[config.mk]
export PLATFORM = sky130hd
export DESIGN_NAME = rrx_exec
export DESIGN_NICKNAME = d
export VERILOG_FILES = /design/src/hw/rrx_pkg.sv /design/src/hw/rrx_exec.sv /design/src/hw/rrx_rotate.sv
export VERILOG_INCLUDE_DIRS = /design/src /design/src/hw
export SDC_FILE = /design/constraint.sdc
export NUM_CORES = 1
export LEC_CHECK = 0
export BUFFER_PORTS_ARGS = -buffer_cell sky130_fd_sc_hd__clkbuf_2
export CELL_PAD_IN_SITES_DETAIL_PLACEMENT = 1
export CELL_PAD_IN_SITES_GLOBAL_PLACEMENT = 1
export CORE_UTILIZATION = 49
export CTS_BUF_LIST = sky130_fd_sc_hd__clkbuf_16
export CTS_CLUSTER_SIZE = 10
export DETAILED_ROUTE_END_ITERATION = 8
export PLACE_DENSITY = 0.82
export RECOVER_POWER = 25
export SLEW_MARGIN = 10
export SYNTH_ARGS = -nofsm -noshare
export SYNTH_HDL_FRONTEND = slang
export SYNTH_SLANG_ARGS = --single-unit
[constraint.sdc]
create_clock -name clk -period 7.9 [get_ports clk]
set_clock_uncertainty 0.2 [all_clocks]
set_input_delay 1.58 -clock clk [delete_from_list [all_inputs] [get_ports clk]]
set_output_delay 1.58 -clock clk [all_outputs]
set_load 0.005 [all_outputs]
[src/hw/rrx_map.svh]
// constants for the return and rotate execution block
`ifndef RRX_MAP_SVH
`define RRX_MAP_SVH
`define RRX_PC_W       10
`define RRX_DATA_W     8
`define RRX_ADDR_W     6
`define RRX_SP_W       4
`define RRX_STACK_D    8
`define RRX_PC_RST     10'h000
`define RRX_ACC_RST    8'h00
`define RRX_SP_RST     4'h0
`define RRX_DEST_ACC   1'b0
`define RRX_DEST_MEM   1'b1
`endif

[src/hw/rrx_pkg.sv]
// types for the return and rotate execution block
package rrx_pkg;
  // operation selector presented with each instruction
  typedef enum logic [2:0] {
    OP_NOP    = 3'b000,
    OP_RET    = 3'b001,
    OP_RETLIT = 3'b010,
    OP_RETINT = 3'b011,
    OP_ROTL   = 3'b100
  } rrx_op_t;
  // execution sequencer state
  typedef enum logic [0:0] {
    ST_FETCH  = 1'b0,
    ST_SECOND = 1'b1
  } rrx_state_t;
endpackage

[src/hw/rrx_exec.sv]
// execution unit for no-op, returns and rotate-left-through-carry
`timescale 1ns/100ps
`include "rrx_map.svh"
module rrx_exec (
  input  wire logic                   clk,         // 100 MHz core clock
  input  wire logic                   sys_rst,     // sync reset, high
  input  wire logic                   instValid,   // instruction offered
  input  wire logic [2:0]             instOp,      // rrx_op_t code
  input  wire logic [`RRX_DATA_W-1:0] instLiteral, // immediate operand
  input  wire logic [`RRX_ADDR_W-1:0] instAddr,    // memory operand addr
  input  wire logic                   instDest,    // destination select
  input  wire logic [`RRX_DATA_W-1:0] memRdata,    // operand byte
  input  wire logic [`RRX_PC_W-1:0]   pushPc,      // return addr to push
  input  wire logic                   pushValid,   // call pushes (1 cycle)
  input  wire logic                   gieClear,    // interrupt entry clear
  output logic                        instReady,   // ready for next op
  output logic      [`RRX_PC_W-1:0]   pc,          // program counter
  output logic      [`RRX_DATA_W-1:0] accumulator, // accumulator
  output logic                        carry,       // carry flag
  output logic                        global_interrupt_enable, // gie
  output logic      [`RRX_SP_W-1:0]   stackLevel,  // stack depth
  output logic                        memWe,       // memory write pulse
  output logic      [`RRX_ADDR_W-1:0] memWaddr,    // write address
  output logic      [`RRX_DATA_W-1:0] memWdata     // write data
);
  // ==========================================================
  // state
  // ==========================================================
  rrx_pkg::rrx_state_t state;                  // sequencer state
  rrx_pkg::rrx_state_t next_state;             // next sequencer state
  rrx_pkg::rrx_op_t    heldOp;                 // return being finished
  logic [`RRX_DATA_W-1:0] heldLit;             // literal kept for cycle 2
  logic [`RRX_PC_W-1:0] stackMem [`RRX_STACK_D]; // return stack entries

  // ==========================================================
  // decode
  // ==========================================================
  rrx_pkg::rrx_op_t opIn;                      // typed opcode
  assign opIn = rrx_pkg::rrx_op_t'(instOp);
  wire take      = instValid && (state == rrx_pkg::ST_FETCH);
  wire isNop     = take && (opIn == rrx_pkg::OP_NOP);
  wire isRot     = take && (opIn == rrx_pkg::OP_ROTL);
  wire isRetAny  = take && (opIn == rrx_pkg::OP_RET ||
                            opIn == rrx_pkg::OP_RETLIT ||
                            opIn == rrx_pkg::OP_RETINT);
  wire finishing = (state == rrx_pkg::ST_SECOND);
  wire popNow    = finishing && (stackLevel != `RRX_SP_RST);
  // top entry lives at index level-1
  wire [`RRX_SP_W-1:0] topIdx = stackLevel - 4'h1;
  wire [`RRX_PC_W-1:0] topPc  = stackMem[topIdx[2:0]];
  // full stack never wraps; push ignored to keep level honest
  wire pushOk = pushValid && !finishing &&
                (stackLevel != 4'(`RRX_STACK_D));

  // ==========================================================
  // rotate datapath
  // ==========================================================
  logic [`RRX_DATA_W-1:0] rotRes;              // rotated byte
  logic                   rotCarry;            // new carry
  rrx_rotate uRot (
    .operand  (memRdata),
    .carryIn  (carry),
    .result   (rotRes),
    .carryOut (rotCarry)
  );
  wire rotToAcc = isRot && (instDest == `RRX_DEST_ACC);
  wire rotToMem = isRot && (instDest == `RRX_DEST_MEM);

  // ==========================================================
  // sequencer
  // ==========================================================
  // returns take a second cycle
  always_comb
  begin
    next_state = state;
    case (state)
      rrx_pkg::ST_FETCH:
        if (isRetAny)
          next_state = rrx_pkg::ST_SECOND;
      rrx_pkg::ST_SECOND:
        next_state = rrx_pkg::ST_FETCH;
      default:
        next_state = rrx_pkg::ST_FETCH;
    endcase
  end

  // state and captured return info
  always_ff @(posedge clk)
  begin
    if (sys_rst)
    begin
      state   <= rrx_pkg::ST_FETCH;
      heldOp  <= rrx_pkg::OP_NOP;
      heldLit <= `RRX_ACC_RST;
    end
    else
    begin
      state <= next_state;
      if (isRetAny)
      begin
        heldOp  <= opIn;
        heldLit <= instLiteral;
      end
    end
  end

  // ready low during the second return cycle
  always_ff @(posedge clk)
  begin
    if (sys_rst)
      instReady <= 1'b1;
    else
      instReady <= (next_state == rrx_pkg::ST_FETCH);
  end

  // ==========================================================
  // program counter
  // ==========================================================
  // nop and rotate step pc by one
  wire stepPc = isNop || isRot;
  always_ff @(posedge clk)
  begin
    if (sys_rst)
      pc <= `RRX_PC_RST;
    else if (finishing)
      pc <= topPc;
    else if (stepPc)
      pc <= pc + 10'h001;
  end

  // ==========================================================
  // return stack
  // ==========================================================
  // storage written only on a push, one entry per slot
  genvar gi;
  generate
    for (gi = 0; gi < `RRX_STACK_D; gi++)
    begin : gSlot
      always_ff @(posedge clk)
      begin
        if (pushOk && stackLevel[2:0] == 3'(gi))
          stackMem[gi] <= pushPc;
      end
    end
  endgenerate

  // level: pop on return finish, push on call
  always_ff @(posedge clk)
  begin
    if (sys_rst)
      stackLevel <= `RRX_SP_RST;
    else if (popNow)
      stackLevel <= stackLevel - 4'h1;
    else if (pushOk)
      stackLevel <= stackLevel + 4'h1;
  end

  // ==========================================================
  // interrupt enable
  // ==========================================================
  // set on interrupt and literal returns
  wire gieSet = finishing && (heldOp == rrx_pkg::OP_RETINT ||
                              heldOp == rrx_pkg::OP_RETLIT);
  always_ff @(posedge clk)
  begin
    if (sys_rst)
      global_interrupt_enable <= 1'b0;
    else if (gieSet)
      // set wins over an entry clear in the same cycle
      global_interrupt_enable <= 1'b1;
    else if (gieClear)
      global_interrupt_enable <= 1'b0;
  end

  // ==========================================================
  // accumulator and carry
  // ==========================================================
  // literal written when return completes
  wire accLit = finishing && (heldOp == rrx_pkg::OP_RETLIT);
  always_ff @(posedge clk)
  begin
    if (sys_rst)
      accumulator <= `RRX_ACC_RST;
    else if (accLit)
      accumulator <= heldLit;
    else if (rotToAcc)
      accumulator <= rotRes;
  end

  // carry touched only by rotate
  always_ff @(posedge clk)
  begin
    if (sys_rst)
      carry <= 1'b0;
    else if (isRot)
      carry <= rotCarry;
  end

  // ==========================================================
  // memory write-back
  // ==========================================================
  // write back to source location
  always_ff @(posedge clk)
  begin
    if (sys_rst)
    begin
      memWe    <= 1'b0;
      memWaddr <= {`RRX_ADDR_W{1'b0}};
      memWdata <= `RRX_ACC_RST;
    end
    else
    begin
      memWe <= rotToMem;
      if (rotToMem)
      begin
        memWaddr <= instAddr;
        memWdata <= rotRes;
      end
    end
  end
endmodule

[src/hw/rrx_rotate.sv]
// rotate-left-through-carry datapath
`timescale 1ns/100ps
`include "rrx_map.svh"
module rrx_rotate (
  input  wire logic [`RRX_DATA_W-1:0] operand,   // source byte
  input  wire logic                   carryIn,   // old carry
  output logic      [`RRX_DATA_W-1:0] result,    // rotated byte
  output logic                        carryOut   // new carry
);
  // msb leaves into carry, old carry enters at lsb
  assign result   = {operand[`RRX_DATA_W-2:0], carryIn};
  assign carryOut = operand[`RRX_DATA_W-1];
endmodule

==> reports/results.ini, run 1 <==
[outcome]
status=complete, no violations

[clock_network]
path_clk_slew_ps=60
numClockSinks=132
numCtsBuffers=17
htree_levels=4
ctsHoldBuffers=0
clockRootBuffer=clkbuf_16
post_cts_buffers=0
clock_latency_ps=420
cts_tree=done
clock_tree.buffer_depth=2
cts-resized-gates=0

[power]
pwr-share-comb=0.112
switching_share=0.257
ir_drop_uv=179
power.leakage_nw=2.45
power.internal_mw=1.28
power_density_nw_per_um2=272
p_sw_mw=0.444
clkPwrFrac=0.441
seqPwrFrac=0.447

[worst_hold_path]
hold_path_class=reg -> reg

[timing]
hold_slack_ps=256
max_clock_freq_mhz=288
hold_viol=0
rsz0062_at_grt=false
maxSlewViolCount=0
relSlewSlack=0.409
finalSetupViolations=0
fin_crit_sh=0.440
tns_ps=0
period_needed_ps=3480
tightest_slew_ps=886

[final_layout]
diodes=0
nNetsFinal=524
drive_gt1_frac=0.263
area.growth.synth_to_final_pct=19.4
nFillCells=1069

[drt]
firstDrtPassIters=5
num_vias=3518
drt-initial-drc-count=180
routed_wl_um=12700
postRouteAntennaNets=0
drt-wirelength-per-cell_um=20.4
vias_per_cell=5.65
remaining_drc_errors=0

[logic_synthesis]
synth_area_um2=5320
ys_warn_count=0
synth_edf_count=80
synth_seq_cells=132
synthArstFlopShare=0
ys_types=42
avgSynthCellArea_um2=13.5
synthCells=394
synth_flop_cell=edfxtp_1
seq_area_frac_synth=0.648
syn_nets=444

[global_route]
grt_max_degree=47
grt_use_total=0.244
grt_pass1_wl_um=19900
grt_overflow=0
grt_antenna_before_repair=0
grt_pass1_vias=3676

[setup_path]
critPathLaunchType=input port
path_class=in -> reg
critPathBufInv=1
critPathRequiredTime_ps=8020
worstPathArrival_ps=3600
path_cells=clkbuf_2, nor4b_4, nand3b_1, mux2i_1, a211oi_1
cp_max_fo=16
endpoint_kind=flop
cpMaxStageDelayCell=nor4b_4
critPathMaxStageDelay_ps=750
path_delay_family=simple AND/OR/NAND/NOR gates

[die]
row_count=37
core-area_um2=10400
start_util=0.510
die_y_um=106
ios=81
die_w_um=106
die_area_um2=11300

[place]
hpwlAfterDp_um=8140
portBuffers=80
place_congestion=0.768

[run]
drv_cap=0

[registers in the layout, indices dropped and copies added (netlist names)]
register	count
accumulator	8
carry	1
finishing	1
global_interrupt_enable	1
heldLit	8
heldOp	3
instReady	1
memWaddr	6
memWdata	8
memWe	1
pc	10
stackLevel	4
stackMem	80
[layout make-up]
type                            instances  area [µm²]  share of cell area
Sequential cell                       132        3440               0.542
Multi-Input combinational cell        235        1730               0.272
Clock buffer                           17         425              0.0670
Timing Repair Buffer                   84         420              0.0662
Tap cell                              136         170              0.0268
Clock inverter                         15         148              0.0233
Inverter                                4        15.0             0.00237
[cells in the final DEF, fill, tap and decap left out, types with 8 or more instances in the layout]
cell,count
edfxtp_1,80
clkbuf_2,72
dfxtp_1,52
nand2_1,44
mux2i_1,28
nor2_1,23
a21oi_1,21
clkbuf_16,17
mux4_2,14
nand3_1,12
and3_1,10
a211oi_1,9
ha_1,9
a22oi_1,8
xor2_1,8
clkbuf_1,8
[routing by layer]
metal | routed length [µm] | GRT usage | share of wire | vias to the layer above
met5 | 0 | 0 | 0 | -
met4 | 312 | 0.111 | 0.025 | 0
met3 | 592 | 0.0540 | 0.047 | 26
met2 | 6460 | 0.413 | 0.51 | 113
met1 | 5350 | 0.298 | 0.42 | 1750
li1 | - | - | - | 1629
[synth_stat cells, types with 4 or more instances]
cell,instances,area share
a211oi_1,9,0.013
xor2_1,8,0.013
ha_1,9,0.021
and3_1,10,0.012
o21ai_0,5,0.0047
nor2b_1,4,0.0047
inv_1,4,0.0028
nor2_1,23,0.016
nand3_1,12,0.011
buf_2,7,0.0066
buf_4,4,0.0056
dfxtp_1,52,0.20
clkbuf_1,9,0.0064
a21oi_1,21,0.020
nand2_1,44,0.031
mux4_2,14,0.059
mux2i_1,28,0.053
a22oi_1,8,0.011
nand4_1,4,0.0047
edfxtp_1,80,0.45
[power by group through the flow]
stage | clock (mW) | combinational [mW] | sequential [mW]
after floorplan | 0 | 0.137 | 0.781
after global placement | 0 | 0.185 | 0.783
after detailed placement | 0 | 0.191 | 0.785
after CTS | 0.770 | 0.196 | 0.771
after global routing | 0.794 | 0.211 | 0.773
final | 0.762 | 0.193 | 0.771
[path summary, 6_finish.rpt]
path	start	end	slack, ps	cells past startpoint
setup / recovery	instOp[0]	accumulator[7]	4420	5
hold / removal	heldOp[0]	heldOp[0]	260	2
setup reg to reg	stackLevel[0]	pc[2]	4730	7
hold reg to reg	heldOp[0]	heldOp[0]	260	2
[metrics by stage]
step / worst slack (ps) / cell area, µm² / utilization / std cells / power, mW
2_1_floorplan: 4950 / 5320 / - / 394 / 0.919
4_1_cts: 4460 / 6360 / 0.610 / 623 / 1.74
3_5_place_dp: 4070 / 5780 / 0.555 / 591 / 0.976
6_report: 4420 / 6350 / 0.609 / 623 / 1.73
3_3_place_gp: 4190 / 5780 / 0.555 / 591 / 0.968
5_1_grt: 4220 / 6350 / 0.609 / 623 / 1.78
[tightest hold or removal path, delay by kind of cell (launching register included)]
family / cells / cell delay (ps)
AO/OA/AOI/OAI: 1 / 50
flip-flops: 1 / 310
AND/OR/NAND/NOR: 1 / 50
[logic make-up (layout without fill, tap and decap cells)]
group                    after synthesis  after routing  synth area share
multiplexers                          43             43             0.114
XOR/XNOR                               9              9            0.0148
AO/OA/AOI/OAI                         55             55            0.0635
flip-flops                           132            132             0.648
AND/OR/NAND/NOR                      119            119             0.111
adder cells (fa/ha/maj)                9              9            0.0212
buffers and inverters                 27            120            0.0278
Power figures use the tool's default switching activity.
==> inputs of run 2 (changes only) <==
--- a/config.mk
+++ b/config.mk
@@ -6,14 +6,15 @@
 export SDC_FILE = /design/constraint.sdc
 export NUM_CORES = 1
 export LEC_CHECK = 0
+export ABC_AREA = 1
 export BUFFER_PORTS_ARGS = -buffer_cell sky130_fd_sc_hd__clkbuf_2
 export CELL_PAD_IN_SITES_DETAIL_PLACEMENT = 1
 export CELL_PAD_IN_SITES_GLOBAL_PLACEMENT = 1
-export CORE_UTILIZATION = 49
+export CORE_UTILIZATION = 39
 export CTS_BUF_LIST = sky130_fd_sc_hd__clkbuf_16
 export CTS_CLUSTER_SIZE = 10
 export DETAILED_ROUTE_END_ITERATION = 8
-export PLACE_DENSITY = 0.82
+export PLACE_DENSITY = 0.74
 export RECOVER_POWER = 25
 export SLEW_MARGIN = 10
 export SYNTH_ARGS = -nofsm -noshare
==> constraint.sdc (replaced) <==
create_clock -name clk -period 2.8 [get_ports clk]
set_clock_uncertainty 0.2 [all_clocks]
set_input_delay 0.56 -clock clk [delete_from_list [all_inputs] [get_ports clk]]
set_output_delay 0.56 -clock clk [all_outputs]
set_load 0.005 [all_outputs]
==> run 2 against run 1 <==
Synthesized cell count grew 47%. Combinational power grew to 3.2 times the previous value. Worst setup slack lost 3900 ps. Sequential share of layout area shrank 3.3 points. Critical path depth grew 1. Power grew to 2.9 times the previous value. Clock power grew to 3.0 times the previous value. Critical path type is now reg -> reg. Largest cell class unchanged.
==> reports/results.ini, run 2 <==
[outcome]
status=complete, no violations

[place]
place_congestion=0.812  ; +5.7%
portBuffers=80  ; unchanged
hpwlAfterDp_um=10000  ; +23%
post-place-ws_ps=584  ; -3480 ps

[drt]
wl_met2_um=7600  ; +18%
remaining_drc_errors=0  ; unchanged
num_vias=4332  ; +23%
vias_per_cell=5.04  ; -11%
postRouteAntennaNets=0  ; unchanged
routed_wl_um=15300  ; +20%
firstDrtPassIters=4  ; -1
wl_met3_um=812  ; +37%
wl_met1_um=6720  ; +26%
drt-initial-drc-count=272  ; +51%
drt-wirelength-per-cell_um=17.8  ; -13%
highest_layer=met4

[clock_network]
clock_tree.buffer_depth=2  ; unchanged
clock_latency_ps=420  ; about the same
numClockSinks=132  ; unchanged
clockRootBuffer=clkbuf_16
numCtsBuffers=17  ; unchanged
cts-resized-gates=0  ; unchanged
path_clk_slew_ps=60  ; about the same
post_cts_buffers=0  ; unchanged
cts_tree=done
htree_levels=4  ; unchanged
ctsHoldBuffers=0  ; unchanged

[timing]
maxSlewViolCount=0  ; unchanged
tightest_slew_ps=525  ; -361 ps
finalSetupViolations=0  ; unchanged
fin_crit_sh=0.804
period_needed_ps=2250
rsz0062_at_grt=false
worst_slack_ps=548  ; -3880 ps
tns_ps=0  ; unchanged
max_clock_freq_mhz=444
relSlewSlack=0.650  ; +0.241
hold_viol=0  ; unchanged

[worst_hold_path]
hold_path_class=in -> reg

[die]
row_count=43  ; +16%
start_util=0.400  ; -0.110
ios=81  ; unchanged
die_area_um2=14700  ; +31%
die_w_um=121  ; +14%
die_y_um=121  ; +14%
core-area_um2=13900  ; +33%

[power]
clkPwrFrac=0.449  ; +0.008
seqPwrFrac=0.429  ; -0.018
power_density_nw_per_um2=748  ; +170%
power.leakage_nw=2.68  ; +9.4%
power.internal_mw=3.74  ; +190%
switching_share=0.261  ; +0.00353
pwr-share-comb=0.122  ; +0.010
ir_drop_uv=335  ; +87%
p_sw_mw=1.32  ; +200%

[logic_synthesis]
ys_types=30  ; -29%
syn_nets=628  ; +41%
yosys.area.top_type=edfxtp_1
synth_top_family_by_area=simple AND/OR/NAND/NOR gates
avgSynthCellArea_um2=9.60  ; -29%
synth-simple-area-share=0.204  ; +0.0933
synth_compound_gate_area_share=0.0967  ; +0.0331
muxShareOfSynthArea=0  ; -0.114
synthTopCellsByArea=edfxtp_1 (43%), dfxtp_1 (19%), nor2_1 (7.0%)
synth.most_common_cell=nor2_1
ys_top_cells_by_count=nor2_1 (104), edfxtp_1 (80), nand2_1 (72)
ys_warn_count=0  ; unchanged
synth_top_area_frac=0.433  ; -0.0191
seq_area_frac_synth=0.620  ; -0.0274
synth_fa_ha_area_frac=0.0203  ; -0.000897
synth_area_um2=5550  ; +4.4%
synth_flop_cell=edfxtp_1
synth_seq_cells=132  ; unchanged
synth_edf_count=80  ; unchanged
synthArstFlopShare=0  ; unchanged
synthCells=578  ; +47%
synth_xor_area_frac=0.00316  ; -0.0117

[setup_path]
critPathMostFrequentCell=nand3_1
critPathMaxStageDelay_ps=400  ; -350 ps
cp_max_fo=13  ; -3
endpoint_kind=flop
critPathLaunchType=flop
path_cells=inv_1, ha_1, nand3_1, nand3_1, nor3_1, buf_4
path_delay_family=simple AND/OR/NAND/NOR gates
critPathRequiredTime_ps=2720  ; -5300 ps
cpMaxStageDelayCell=dfxtp_1
worstPathArrival_ps=2170  ; -1430 ps
path_class=reg -> reg
critPathBufInv=2  ; +1

[final_layout]
final_common_cell=nor2_1
finish.utilization=0.487  ; -0.122
top_register=stackMem
nNetsFinal=716  ; +37%
area.growth.synth_to_final_pct=21.8
final_cell_mix=nor2_1 (104), edfxtp_1 (80), nand2_1 (72), clkbuf_2 (72), nand3_1 (62)
ff_latch_area_um2=3440  ; unchanged
top_regs=stackMem x80, pc x10
multi_input_area_um2=1800  ; +4.4%
largest_reg_flops=80  ; unchanged
drive_gt1_frac=0.200  ; -0.0625
nFillCells=1641  ; +54%
diodes=0  ; unchanged

[run]
drv_cap=0  ; unchanged

[global_route]
grt_pass1_vias=4498  ; +22%
grt_overflow=0  ; unchanged
grt_antenna_before_repair=0  ; unchanged
grt_max_degree=47  ; unchanged
grt_pass1_wl_um=24000  ; +20%
grt_use_total=0.221  ; -0.0223

## run 2: cell types whose count changed in the layout (fill, tap and decap cells not counted), moves of 10 or more
cell     before  now
mux4_2       14    0
nand2_1      44   72
o21ai_1       2   21
buf_4         4   16
nor2_1       23  104
inv_1         4   42
o21ai_0       5   46
nand3_1      12   62
mux2i_1      28    0
and3_1       10    0
## run 2: worst paths after layout
kind / startpoint / endpoint / slack (ps) / cells past startpoint
worst max register to register: stackLevel[1] / stackMem[5][1] / 550 / 6
worst max-delay path: stackLevel[1] / stackMem[5][1] / 550 / 6
worst min register to register: heldOp[2] / heldOp[2] / 250 / 2
worst min-delay path: instLiteral[5] / heldLit[5] / 150 / 3
## run 2: final cells by class
class | instances | share of cell area
clock buffers | 17 | 0.0629
clock inverters | 15 | 0.0265
inverters | 47 | 0.0261
multi-input cells | 372 | 0.266
flip-flops and latches | 132 | 0.509
well taps | 180 | 0.0333
repair buffers | 96 | 0.0755
## run 2: worst register-to-register path: stages, from the launching register on
cell	delay (ps)
dfxtp_1	400
inv_1	110
ha_1	240
nand3_1	100
nand3_1	350
nor3_1	300
buf_4	250
## run 2: cells by family (layout without fill, tap and decap cells)
family	count (synthesis)	count (layout)
simple gates	257	257
flops	132	132
compound gates	104	104
buf+inv	74	175
fa+ha+maj	9	9
xor+xnor	2	2
## run 2: power groups by stage
stage                     sequential, mW  clock [mW]  combinational, mW
after floorplan                     2.20           0              0.387
after global placement              2.21           0              0.594
after detailed placement            2.21           0              0.614
after CTS                           2.17        2.32              0.625
after global routing                2.18        2.39              0.692
final                               2.17        2.27              0.618
## run 2: metal layers
| layer | global-route usage | up-vias |
|---|---|---|
| met5 | 0 | - |
| met1 | 0.276 | 2083 |
| met3 | 0.0587 | 10 |
| met2 | 0.370 | 108 |
| met4 | 0.0748 | 0 |
| li1 | - | 2131 |
## run 2: through the flow
stage               hold slack [ps]  total power [mW]  area (µm²)  cells
floorplan                       220              2.59        5550    578
global placement                229              2.80        6170    827
detailed placement              245              2.82        6170    827
CTS                             138              5.12        6770    859
global route                    164              5.26        6760    859
finish                          151              5.06        6760    859
==> inputs of run 3 (changes only) <==
==> constraint.sdc (replaced) <==
create_clock -name clk -period 1.95 [get_ports clk]
set_clock_uncertainty 0.2 [all_clocks]
set_input_delay 0.39 -clock clk [delete_from_list [all_inputs] [get_ports clk]]
set_output_delay 0.39 -clock clk [all_outputs]
set_load 0.005 [all_outputs]
==> run 3 against run 2 <==
Global-route usage up 0.91 points. Worst hold slack worse by 130 ps. Combinational power up 73%. Non-clock buffer count up 22. Flip-flop and latch count unchanged. Worst setup slack worse by 470 ps. First-iteration DRC count up 9.6%. Critical path depth up 1. Via count up 3.7%. Power up 48%.
==> reports/results.ini, run 3 (synthesized netlist as in run 2, its figures left out) <==
[final_layout]
postLayoutCellArea_um2=7110  ; +5.1%
final_cell_mix=nor2_1 (99), edfxtp_1 (80), nand2_1 (72)
nNetsFinal=738  ; +3.1%
top_regs=stackMem x80, pc x10
final_common_cell=nor2_1
diodes=0  ; unchanged
largest_reg_flops=80  ; unchanged
top_register=stackMem
area.growth.synth_to_final_pct=28.0
fin_cells=881  ; +2.6%
drive_gt1_frac=0.241  ; +0.0408

[setup_path]
path_delay_family=adder cells
cpMaxStageDelayCell=dfxtp_1
endpoint_kind=flop
critPathMaxStageDelay_ps=340  ; -60 ps
path_class=reg -> reg
critPathRequiredTime_ps=2070  ; -650 ps
critPathBufInv=2  ; unchanged
r2r_slack_ps=80  ; -470 ps
path_cells=inv_1, ha_4, ha_1, buf_4, nand3_1, a21oi_1, nor2_1
cp_max_fo=10  ; -3
worstPathArrival_ps=1980  ; -190 ps
critPathLaunchType=flop

[timing]
period_needed_ps=1870  ; -384 ps
hold_viol=0  ; unchanged
finalSetupViolations=0  ; unchanged
worst_slack_ps=81.4  ; -466 ps
maxSlewViolCount=0  ; unchanged
relSlewSlack=0.702  ; +0.0518
tns_ps=0  ; unchanged
max_clock_freq_mhz=535  ; +21%
tightest_slew_ps=446  ; -78.7 ps
fin_crit_sh=0.958  ; +0.154

[drt]
drt-wirelength-per-cell_um=17.9  ; +0.68%
firstDrtPassIters=4  ; unchanged
routed_wl_um=15800  ; +3.3%
num_vias=4493  ; +3.7%
vias_per_cell=5.10  ; +1.1%
remaining_drc_errors=0  ; unchanged
drt-initial-drc-count=298  ; +9.6%
postRouteAntennaNets=0  ; unchanged

[global_route]
grt_pass1_wl_um=25200  ; +4.9%
grt_use_total=0.231  ; +0.00907
grt_overflow=0  ; unchanged
grt_max_degree=24  ; -49%
grt_antenna_before_repair=0  ; unchanged
grt_pass1_vias=4727  ; +5.1%

[outcome]
status=complete, no violations

[clock_network]
clock_latency_ps=420  ; about the same
clock_tree.buffer_depth=2  ; unchanged
htree_levels=4  ; unchanged
cts_tree=done
clockRootBuffer=clkbuf_16
numClockSinks=132  ; unchanged
numCtsBuffers=17  ; unchanged
path_clk_slew_ps=60  ; about the same

[place]
dpl_cell_area_um2=6410  ; +4.0%
place_congestion=0.826  ; +1.7%
placed_cells=841  ; +1.7%
hpwlAfterDp_um=10600  ; +5.9%
portBuffers=80  ; unchanged
post-place-ws_ps=27.7  ; -557 ps

[worst_hold_path]
hold_path_class=in -> reg

[die]
core-area_um2=13900  ; unchanged
die_area_um2=14700  ; unchanged
row_count=43  ; unchanged
start_util=0.400  ; unchanged
die_w_um=121  ; unchanged
ios=81  ; unchanged
die_y_um=121  ; unchanged

[power]
power_density_nw_per_um2=1050  ; +40%
ir_drop_uv=656  ; +96%
power.leakage_nw=2.83  ; +5.6%

[run]
drv_cap=0  ; unchanged

[run 3: path summary, 6_finish.rpt]
| check | to | from | cells past startpoint |
|---|---|---|---|
| min | heldLit[5] | instLiteral[5] | 3 |
| max | pc[6] | stackLevel[1] | 7 |
| min reg2reg | heldOp[2] | heldOp[2] | 2 |
| max reg2reg | pc[6] | stackLevel[1] | 7 |
[run 3: metal layers]
layer	vias up	share of wire	global-route usage
met5	-	0	0
met4	0	0.022	0.0972
met3	27	0.044	0.0456
met2	117	0.50	0.398
met1	2177	0.43	0.279
li1	2172	-	-
[run 3: metrics by stage]
step	hold slack, ps	power, mW	utilization
detailed placement	238	4.19	0.462
floorplan	220	3.77	-
CTS	2.48	7.51	0.512
global placement	231	4.15	0.462
finish	18.6	7.46	0.512
global route	18.8	7.75	0.512
[run 3: cell type report]
type / count / area, µm²
inverter: 47 / 179
tap: 180 / 225
timing repair buffer: 118 / 758
clock inverter: 15 / 179
multi-input combinational: 372 / 1890
clock buffer: 17 / 425
fill: 1570 / 6770
sequential: 132 / 3450
[run 3: repair_timing]
action                                 in CTS  in global routing
endpoints found under the hold margin       6                  0
hold buffers                                6                  0
pin swaps                                   2                  3
setup buffers                               2                  0
setup endpoints to repair                   1                 10
resized for setup                           2                  8
[run 3: power breakdown]
part           switching [mW]  total (mW)  internal (mW)
registers              0.0487        3.11           3.06
clock network            1.26        3.28           2.02
logic                   0.675        1.07          0.396
[run 3: tightest hold or removal path: stages]
cell and delay, ps:
clkbuf_2 80, nand2_1 50, o21ai_1 80
